===== src/hw/adcsq_pkg.sv =====
// Package: register map, field layout, reset values and timing constants of the conversion sequencer.
package adcsq_pkg;

  // ----------------------------------------
  // Register offsets
  // ----------------------------------------
  localparam logic [2:0] ADCSQ_OFS_RES_HIGH = 3'h0;
  localparam logic [2:0] ADCSQ_OFS_RES_LOW = 3'h1;
  localparam logic [2:0] ADCSQ_OFS_CTRL_MAIN = 3'h2;
  localparam logic [2:0] ADCSQ_OFS_CTRL_FMT = 3'h3;
  localparam logic [2:0] ADCSQ_OFS_IRQ_STAT = 3'h4;
  localparam logic [2:0] ADCSQ_OFS_IRQ_MASK = 3'h5;
  localparam logic [2:0] ADCSQ_OFS_PORT = 3'h6;

  // ----------------------------------------
  // Field positions and reset values
  // ----------------------------------------
  localparam int ADCSQ_MAIN_ON_BIT = 0;
  localparam int ADCSQ_MAIN_GO_BIT = 2;
  localparam int ADCSQ_FMT_JUSTIFY_BIT = 7;
  localparam logic [7:0] ADCSQ_MAIN_RESET = 8'h00;
  localparam logic [7:0] ADCSQ_FMT_RESET = 8'h00;
  localparam logic [7:0] ADCSQ_MAIN_WMASK = 8'hFD;
  localparam logic [7:0] ADCSQ_FMT_WMASK = 8'hCF;
  localparam logic [1:0] ADCSQ_IRQ_RESET = 2'h0;
  localparam int ADCSQ_IRQ_DONE_BIT = 0;
  localparam int ADCSQ_IRQ_ABORT_BIT = 1;

  // ----------------------------------------
  // Conversion timing
  // ----------------------------------------
  localparam logic [3:0] ADCSQ_CONV_TADS = 4'hC;
  localparam logic [3:0] ADCSQ_WAIT_TADS = 4'h2;
  localparam logic [3:0] ADCSQ_RESULT_BITS = 4'hA;
  localparam logic [2:0] ADCSQ_CLK_SEL_RC = 3'h3;

  // ----------------------------------------
  // Types
  // ----------------------------------------
  typedef enum logic [2:0]
  {
    ADCSQ_IDLE = 3'b001,
    ADCSQ_CONVERT = 3'b010,
    ADCSQ_WAIT = 3'b100
  } adcsq_state_t;

  typedef struct packed
  {
    logic [2:0] addr;
    logic [7:0] wdata;
    logic wr;
    logic rd;
  } adcsq_bus_req_t;

  typedef struct packed
  {
    adcsq_state_t state;
    logic [7:0] ctrl_main;
    logic [7:0] ctrl_fmt;
    logic [7:0] res_high;
    logic [7:0] res_low;
    logic [1:0] irq_stat;
    logic [1:0] irq_mask;
    logic [5:0] div_cnt;
    logic [3:0] tad_cnt;
    logic [3:0] bit_idx;
    logic [9:0] sar;
    logic rc_sync1;
    logic rc_sync2;
    logic rc_prev;
    logic [7:0] rdata;
    logic irq;
    logic sampling;
    logic [2:0] chan;
    logic [7:0] trial;
  } adcsq_state_vec_t;

endpackage


===== src/hw/adcsq_sequencer.sv =====
// Module: control and sequencing of a 10-bit successive-approximation converter.
//
// Notes on behaviour
// - A conversion lasts exactly twelve bit periods from the go bit being set.
// - Clock select codes give 2,4,8,16,32,64 clocks per bit; 011 picks RC.
// - Clearing go during a conversion aborts it at once.
// - An aborted conversion leaves the result pair untouched.
// - After an abort wait two bit periods, then acquisition restarts.
// - Result is stored left or right justified with unused bits zero.
// - With the converter off the result registers are plain read/write storage.
// - Port reads return zero on pins configured as analog inputs.
// - The selected pin is sampled whatever its direction.
// - Channel and direction bits never gate starting or running a conversion.
// - With RC selected the bit period comes from the RC oscillator tick.
// - Completion loads the result, clears go and sets the done flag together.
// - Justify 1 zeroes the high six bits of high; 0 zeroes low six of low.
// - Two bit periods pass after completion before acquisition resumes.
// - Reset returns control registers to reset values and aborts conversions.
//
// Chosen here: the address-and-strobe port and the register addresses.
`timescale 1ns/1ps

module adcsq_sequencer
  import adcsq_pkg::*;
#(
  parameter int PINS = 8
)
(
  // Clock and reset
  input wire logic sys_clk_in,
  input wire logic resetn_in,
  // Register port
  input wire logic [2:0] reg_addr_in,
  input wire logic [7:0] reg_wdata_in,
  input wire logic reg_wr_in,
  input wire logic reg_rd_in,
  output logic [7:0] reg_rdata_out,
  // Interrupt
  output logic irq_out,
  // Analog side
  input wire logic rc_osc_in,
  input wire logic comp_above_in,
  input wire logic [PINS-1:0] port_pins_in,
  output logic sampling_out,
  output logic [2:0] channel_sel_out,
  output logic [7:0] dac_trial_out
);

  // ----------------------------------------
  // Helpers
  // ----------------------------------------
  // Clock periods per bit period for each oscillator code, minus one.
  function automatic logic [5:0] tad_div(input logic [2:0] sel);
    case (sel)
      3'h0: tad_div = 6'h01;
      3'h4: tad_div = 6'h03;
      3'h1: tad_div = 6'h07;
      3'h5: tad_div = 6'h0F;
      3'h2: tad_div = 6'h1F;
      3'h6: tad_div = 6'h3F;
      default: tad_div = 6'h01;
    endcase
  endfunction

  // One bit per pin, set where the port configuration makes it analog.
  function automatic logic [7:0] analog_map(input logic [3:0] cfg);
    case (cfg)
      4'h0, 4'h1, 4'h8: analog_map = 8'hFF;
      4'h2, 4'h3, 4'hC: analog_map = 8'h1F;
      4'h4, 4'h5, 4'hD: analog_map = 8'h0B;
      4'h9, 4'hA, 4'hB: analog_map = 8'h3F;
      4'hE, 4'hF: analog_map = 8'h01;
      default: analog_map = 8'h00;
    endcase
  endfunction

  // Trial word: decided bits plus the bit under test, top eight bits only.
  // The comparator sees eight bits, so the trials of the two lowest bits are implied.
  function automatic logic [7:0] trial_word(input logic [9:0] sar, input logic [3:0] idx);
    logic [9:0] probe;
    probe = sar | (10'h001 << idx);
    trial_word = probe[9:2];
  endfunction

  // Places the result in the 16-bit pair; positions it does not fill are zero.
  function automatic logic [15:0] justify_pair(input logic [9:0] r, input logic to_right);
    if (to_right)
    begin
      justify_pair = {6'h00, r};
    end
    else
    begin
      justify_pair = {r, 6'h00};
    end
  endfunction

  // ----------------------------------------
  // State
  // ----------------------------------------
  adcsq_state_vec_t s_q;
  adcsq_state_vec_t s_d;
  adcsq_bus_req_t req;
  logic [2:0] clk_sel;
  logic tad_tick;
  logic on;
  logic go_wr_set;
  logic go_wr_clr;
  logic wr_main;
  logic [9:0] result;
  logic [7:0] port_view;
  logic [7:0] pins_ext;
  logic [7:0] analog;

  always_comb
  begin
    req.addr = reg_addr_in;
    req.wdata = reg_wdata_in;
    req.wr = reg_wr_in;
    req.rd = reg_rd_in;
  end

  assign clk_sel = {s_q.ctrl_fmt[6], s_q.ctrl_main[7:6]};
  assign on = s_q.ctrl_main[ADCSQ_MAIN_ON_BIT];
  assign wr_main = req.wr && (req.addr == ADCSQ_OFS_CTRL_MAIN);
  assign go_wr_set = wr_main && req.wdata[ADCSQ_MAIN_GO_BIT];
  assign go_wr_clr = wr_main && !req.wdata[ADCSQ_MAIN_GO_BIT];
  assign pins_ext = 8'(port_pins_in);
  assign analog = analog_map(s_q.ctrl_fmt[3:0]);
  assign result = s_q.sar;

  // Port read view; an analog pin reads low whatever level it carries.
  generate
    for (genvar g = 0; g < 8; g++)
    begin : g_port
      assign port_view[g] = pins_ext[g] && !analog[g];
    end
  endgenerate

  // ----------------------------------------
  // Next state
  // ----------------------------------------
  always_comb
  begin
    s_d = s_q;
    s_d.rc_sync1 = rc_osc_in;
    s_d.rc_sync2 = s_q.rc_sync1;
    s_d.rc_prev = s_q.rc_sync2;
    s_d.chan = s_q.ctrl_main[5:3];

    // ----------------------------------------
    // Bit period tick from the oscillator divider or the RC source.
    // ----------------------------------------
    tad_tick = 1'b0;
    if (clk_sel == ADCSQ_CLK_SEL_RC)
    begin
      tad_tick = s_q.rc_sync2 && !s_q.rc_prev;
      s_d.div_cnt = 6'h00;
    end
    else if (s_q.div_cnt >= tad_div(clk_sel))
    begin
      tad_tick = 1'b1;
      s_d.div_cnt = 6'h00;
    end
    else
    begin
      s_d.div_cnt = s_q.div_cnt + 6'h01;
    end

    // ----------------------------------------
    // Register writes.
    // ----------------------------------------
    if (req.wr)
    begin
      case (req.addr)
        ADCSQ_OFS_CTRL_MAIN:
        begin
          // The go bit is owned by the sequencer below, never by a plain write.
          s_d.ctrl_main = (req.wdata & ADCSQ_MAIN_WMASK & ~8'h04) |
                          (s_q.ctrl_main & 8'h04);
        end
        ADCSQ_OFS_CTRL_FMT:
        begin
          s_d.ctrl_fmt = req.wdata & ADCSQ_FMT_WMASK;
        end
        ADCSQ_OFS_RES_HIGH:
        begin
          s_d.res_high = req.wdata;
        end
        ADCSQ_OFS_RES_LOW:
        begin
          s_d.res_low = req.wdata;
        end
        ADCSQ_OFS_IRQ_STAT:
        begin
          s_d.irq_stat = s_q.irq_stat & ~req.wdata[1:0];
        end
        ADCSQ_OFS_IRQ_MASK:
        begin
          s_d.irq_mask = req.wdata[1:0];
        end
        default:
        begin
          s_d.irq_mask = s_q.irq_mask;
        end
      endcase
    end

    // ----------------------------------------
    // Sequencer; depends on enable, go and the bit period tick, never on channel or pin direction.
    // ----------------------------------------
    case (s_q.state)
      ADCSQ_IDLE:
      begin
        s_d.sampling = on;
        // A start written together with the enable is not taken.
        if (go_wr_set && on)
        begin
          s_d.ctrl_main[ADCSQ_MAIN_GO_BIT] = 1'b1;
          s_d.state = ADCSQ_CONVERT;
          s_d.tad_cnt = 4'h0;
          s_d.bit_idx = ADCSQ_RESULT_BITS - 4'h1;
          s_d.sar = 10'h000;
          s_d.sampling = 1'b0;
          s_d.div_cnt = 6'h00;
        end
      end
      ADCSQ_CONVERT:
      begin
        if (!on || go_wr_clr)
        begin
          // Abort: result pair is left alone.
          s_d.ctrl_main[ADCSQ_MAIN_GO_BIT] = 1'b0;
          s_d.irq_stat[ADCSQ_IRQ_ABORT_BIT] = 1'b1;
          s_d.div_cnt = 6'h00;
          s_d.state = ADCSQ_WAIT;
          s_d.tad_cnt = 4'h0;
        end
        else if (tad_tick)
        begin
          s_d.tad_cnt = s_q.tad_cnt + 4'h1;
          // Bit periods 1..10 resolve one bit each, MSB first.
          if (s_q.tad_cnt >= 4'h1 && s_q.tad_cnt <= ADCSQ_RESULT_BITS)
          begin
            s_d.sar[s_q.bit_idx] = comp_above_in;
            s_d.bit_idx = s_q.bit_idx - 4'h1;
          end
          if (s_q.tad_cnt == ADCSQ_CONV_TADS - 4'h1)
          begin
            // Result, go clear and done flag land in one update.
            {s_d.res_high, s_d.res_low} =
              justify_pair(result, s_q.ctrl_fmt[ADCSQ_FMT_JUSTIFY_BIT]);
            s_d.ctrl_main[ADCSQ_MAIN_GO_BIT] = 1'b0;
            s_d.irq_stat[ADCSQ_IRQ_DONE_BIT] = 1'b1;
            s_d.state = ADCSQ_WAIT;
            s_d.tad_cnt = 4'h0;
          end
        end
      end
      ADCSQ_WAIT:
      begin
        s_d.sampling = 1'b0;
        if (tad_tick)
        begin
          s_d.tad_cnt = s_q.tad_cnt + 4'h1;
        end
        // Acquisition resumes only after two full bit periods.
        if (tad_tick && s_q.tad_cnt == ADCSQ_WAIT_TADS - 4'h1)
        begin
          s_d.state = ADCSQ_IDLE;
          s_d.sampling = on;
        end
      end
      default: s_d.state = ADCSQ_IDLE;
    endcase

    // ----------------------------------------
    // Comparator trial word and interrupt level.
    // ----------------------------------------
    s_d.trial = 8'h00;
    if (s_d.state == ADCSQ_CONVERT)
    begin
      s_d.trial = trial_word(s_d.sar, s_d.bit_idx);
    end
    // Hardware set wins over a software clear in the same cycle.
    s_d.irq = |(s_d.irq_stat & s_d.irq_mask);

    // ----------------------------------------
    // Read data, standing one cycle after the strobe.
    // ----------------------------------------
    s_d.rdata = 8'h00;
    if (req.rd)
    begin
      case (req.addr)
        ADCSQ_OFS_RES_HIGH:
        begin
          s_d.rdata = s_q.res_high;
        end
        ADCSQ_OFS_RES_LOW:
        begin
          s_d.rdata = s_q.res_low;
        end
        ADCSQ_OFS_CTRL_MAIN:
        begin
          s_d.rdata = s_q.ctrl_main;
        end
        ADCSQ_OFS_CTRL_FMT:
        begin
          s_d.rdata = s_q.ctrl_fmt;
        end
        ADCSQ_OFS_IRQ_STAT:
        begin
          s_d.rdata = {6'h00, s_q.irq_stat};
        end
        ADCSQ_OFS_IRQ_MASK:
        begin
          s_d.rdata = {6'h00, s_q.irq_mask};
        end
        ADCSQ_OFS_PORT:
        begin
          s_d.rdata = port_view;
        end
        default:
        begin
          s_d.rdata = 8'h00;
        end
      endcase
    end
  end

  // ----------------------------------------
  // Registers
  // ----------------------------------------
  // Result registers reset to zero here; software must not rely on it.
  always_ff @(posedge sys_clk_in or negedge resetn_in)
  begin
    if (!resetn_in)
    begin
      s_q <= '0;
      s_q.state <= ADCSQ_IDLE;
      s_q.ctrl_main <= ADCSQ_MAIN_RESET;
      s_q.ctrl_fmt <= ADCSQ_FMT_RESET;
      s_q.irq_stat <= ADCSQ_IRQ_RESET;
      s_q.irq_mask <= ADCSQ_IRQ_RESET;
    end
    else
    begin
      s_q <= s_d;
    end
  end

  assign reg_rdata_out = s_q.rdata;
  assign irq_out = s_q.irq;
  assign sampling_out = s_q.sampling;
  assign channel_sel_out = s_q.chan;
  assign dac_trial_out = s_q.trial;

endmodule


===== config.mk =====
export PLATFORM = sky130hd
export DESIGN_NAME = adcsq_sequencer
export DESIGN_NICKNAME = d
export VERILOG_FILES = /design/src/hw/adcsq_pkg.sv /design/src/hw/adcsq_sequencer.sv
export SDC_FILE = /design/constraint.sdc
export NUM_CORES = 1
export LEC_CHECK = 0
export BUFFER_PORTS_ARGS = -buffer_cell sky130_fd_sc_hd__buf_2
export CAP_MARGIN = 20
export CORE_ASPECT_RATIO = 0.5
export CORE_MARGIN = 3
export CORE_UTILIZATION = 48
export CTS_CLUSTER_SIZE = 30
export DETAILED_ROUTE_END_ITERATION = 10
export PLACE_DENSITY = 0.69
export SLEW_MARGIN = 40
export SYNTH_ARGS = -nofsm -noshare
export SYNTH_HDL_FRONTEND = slang
export SYNTH_SLANG_ARGS = --single-unit

===== constraint.sdc =====
create_clock -name sys_clk_in -period 3.1 [get_ports sys_clk_in]
set_input_delay 0.155 -clock sys_clk_in [delete_from_list [all_inputs] [get_ports sys_clk_in]]
set_output_delay 0.155 -clock sys_clk_in [all_outputs]
set_load 0.02 [all_outputs]

==> flow_metrics.env <==
export IMPL_routedWlPerCell_um=17.01
export IMPL_min_period_over_period=0.9524
export IMPL_p_int_mw=2.203
export IMPL_die_width_um=146.3
export IMPL_relSlewSlack=0.5407
export IMPL_ys_seq_area_frac=0.4454
export IMPL_grt_total_usage=0.2131
export IMPL_antenna_found_initial=0
export IMPL_portBuffers=45
export IMPL_synth_fa_ha_area_frac=0.03975
export IMPL_syn_avg_cell_area_sq_um=9.676
export IMPL_fmax_ghz=0.3387
export IMPL_clock_power_share=0.337
export IMPL_p_switching_mw=1.022
export IMPL_syn_num_nets=528
export IMPL_ios=46
export IMPL_hold_class="in -> reg"
export IMPL_dpl_cell_area_sq_mm=0.005026
export IMPL_synthDistinctLibCells=65
export IMPL_cts_buffer_depth=2
export IMPL_die_h_um=76.14
export IMPL_mostFrequentLayoutCell="dfrtp_1"
export IMPL_seq_area_sq_mm=0.002105
export IMPL_hold_violations=0
export IMPL_final_cell_count_no_fill=658
export IMPL_place_inst=640
export IMPL_p_comb_frac=0.235
export IMPL_clk_root_buffer_cell="clkbuf_16"
export IMPL_p_per_area_mw_per_mm2=601.9
export IMPL_start_util=0.5173
export IMPL_synthArstFlopShare=1.000
export IMPL_dr_pass1_iters=5
export IMPL_drc_errors=0
export IMPL_path_class="reg -> reg"
export IMPL_tritoncts="done"
export IMPL_cellLeakagePower_nw=2.508
export IMPL_fin_skew_ps=7.593
export IMPL_path_buf_inv=0
export IMPL_synth_edf_count=0
export IMPL_syn_area_sq_mm=0.004722
export IMPL_grt_pass1_vias=3588
export IMPL_synthFlopType="dfrtp_1"
export IMPL_synth_xor_area_frac=0.009274
export IMPL_slowest_delay_ps=520
export IMPL_ctsHtreeMaxLevel=3
export IMPL_crit_chain="or3_1, nand2_1, ha_1, a21oi_1, o221ai_2, o32ai_2, nor4_1, a311o_4, or4_1, a31oi_1"
export IMPL_vdd_drop_max_mv=0.2783
export IMPL_finalSetupViolations=0
export IMPL_die_area_sq_mm=0.01114
export IMPL_grt_overflow_total=0
export IMPL_synth_seq_cells=84
export IMPL_critPathMaxFanout=9
export IMPL_fin_area_sq_mm=0.005358
export IMPL_cts_buffers=9
export IMPL_synth_top_family_by_area="simple AND/OR/NAND/NOR gates"
export IMPL_worstMarginPinSlew_ps=688.9
export IMPL_worst_setup_path_end_kind="register"
export IMPL_fill_cells=818
export IMPL_cts_sinks=84
export IMPL_ys_warn_count=0
export IMPL_drv_slew=0
export IMPL_seqPwrFrac=0.428
export IMPL_path_delay_family="compound AO/OA/AOI/OAI gates"
export IMPL_coreArea_sq_mm=0.009129
export IMPL_required_ps=3360
export IMPL_synthSimpleGateAreaFrac=0.1987
export IMPL_syn_inst=488
export IMPL_num_antenna_cells=0
export IMPL_num_nets_final=563
export IMPL_grt_pass1_wl_um=18930
export IMPL_syn_to_final_growth_pct=13.46
export IMPL_synthMuxAreaShare=0.08983
export IMPL_worst_path_max_delay_cell="or4_1"
export IMPL_grt_max_degree=55
export IMPL_dp_hpwl_um=7936
export IMPL_p_sw_frac=0.3169
export IMPL_fp_row_count=24
export IMPL_worstPathArrival_ps=3220
export IMPL_clk_pin_slew_worst_paths_ps=70
export IMPL_vias_per_cell=5.609
export IMPL_gp_congestion=0.9371
export IMPL_cts_setup_buffers=0
export IMPL_most_common_layout_cells="82 x dfrtp_1, 55 x nand2_1, 50 x a21oi_1"
export IMPL_multi_input_area_sq_mm=0.002327
export IMPL_vias=3691
export IMPL_first_iter_violations=369
export IMPL_drive_above_1_share=0.2102
export IMPL_detail_route_wirelength_um=11190
export IMPL_synth_compound_area_frac=0.1505
export IMPL_cp_start_kind="register"
export IMPL_clock_latency_ps=350
export IMPL_outcome="completed"
export IMPL_fin_crit_ps=2952
export IMPL_drv_cap=0
export IMPL_ant_nets=0
## worst reg2reg max path, delay by kind of cell (launching register included)
family                     cells  cell delay, ps
AOI/OAI and AO/OA              5            1150
adders and majority gates      1             220
DFF                            1             430
and+or+nand+nor                4            1080
## worst paths after layout
check	from	endpoint	slack, ps	cells after the start
hold / removal	port_pins_in[7]	reg_rdata_out[7]	40	3
max in group asynchronous	resetn_in	result[5]	2000	3
setup / recovery	clk_sel[1]	dac_trial_out[7]	150	10
setup reg to reg	clk_sel[1]	dac_trial_out[7]	150	10
min in group asynchronous	resetn_in	dac_trial_out[6]	400	2
hold reg to reg	s_d[22]	s_d[21]	340	0
## through the flow
| step | utilization | TNS, ps | power (mW) | worst slack (ps) | hold WS, ps |
|---|---|---|---|---|---|
| 2_1_floorplan | - | 0 | 1.910 | 265.4 | -140.6 |
| 3_3_place_gp | 0.5506 | 0 | 2.119 | 214.7 | 247.2 |
| 3_5_place_dp | 0.5506 | 0 | 2.138 | 117.7 | 250.0 |
| 4_1_cts | 0.5857 | 0 | 3.232 | 110.5 | 35.68 |
| 5_1_grt | 0.5869 | -1.818 | 3.401 | -1.818 | 68.17 |
| 6_report | 0.5869 | 0 | 3.225 | 147.7 | 40.85 |
## cell families after synthesis
group | after synthesis
xor gates and xnor gates | 5
AOI/OAI and AO/OA | 109
and+or+nand+nor | 180
buffers and inverters | 59
DFF | 84
muxes | 36
adders and majority gates | 15
## routing by layer
layer,wire length (um),global-route usage,up-vias
met2,4779,0.3126,125
met4,172,0.06191,0
met5,0,0,-
li1,-,-,1795
met3,894,0.06179,15
met1,5347,0.3068,1756
## Yosys cell counts (9+ instances only)
master	instances	share of area
clkbuf_1	14	0.011
nor2_1	39	0.031
nor2b_1	19	0.025
buf_4	22	0.035
o21ai_0	16	0.017
inv_1	16	0.013
a21oi_1	50	0.053
mux2i_1	21	0.045
dfrtp_1	83	0.44
nand2_1	55	0.044
and3_1	9	0.012
ha_1	15	0.040
mux2_2	11	0.026
nand3_1	11	0.012
## cell type report
| cell class | count | share of cell area |
|---|---|---|
| Clock inverter | 7 | 0.01401 |
| Timing Repair Buffer | 65 | 0.07380 |
| Inverter | 18 | 0.01261 |
| Clock buffer | 9 | 0.04204 |
| Tap cell | 130 | 0.03036 |
| Sequential cell | 84 | 0.3928 |
| Multi-Input combinational cell | 345 | 0.4344 |
## power by group through the flow
stage,sequential (mW),combinational [mW],clock (mW)
global route,1.40,0.848,1.15
CTS,1.38,0.751,1.11
finish,1.38,0.757,1.09
global placement,1.39,0.730,0
floorplan,1.35,0.556,0
detailed placement,1.39,0.746,0
## sequential cells by signal, summed over array words and instances (netlist names), named ones only
register and cells:
channel_sel_out 3, clk_sel 3, dac_trial_out 8, irq_out 1
on 1, reg_rdata_out 8, result 8, s_d 5
s_q 44, sampling_out 1
## what timing repair did
item                                    CTS  global route
resized for setup                         0             4
endpoints found under the setup margin    0             8
hold buffers                              2             0
hold endpoints to repair                 52             0
(Power assumes the default switching activity.)
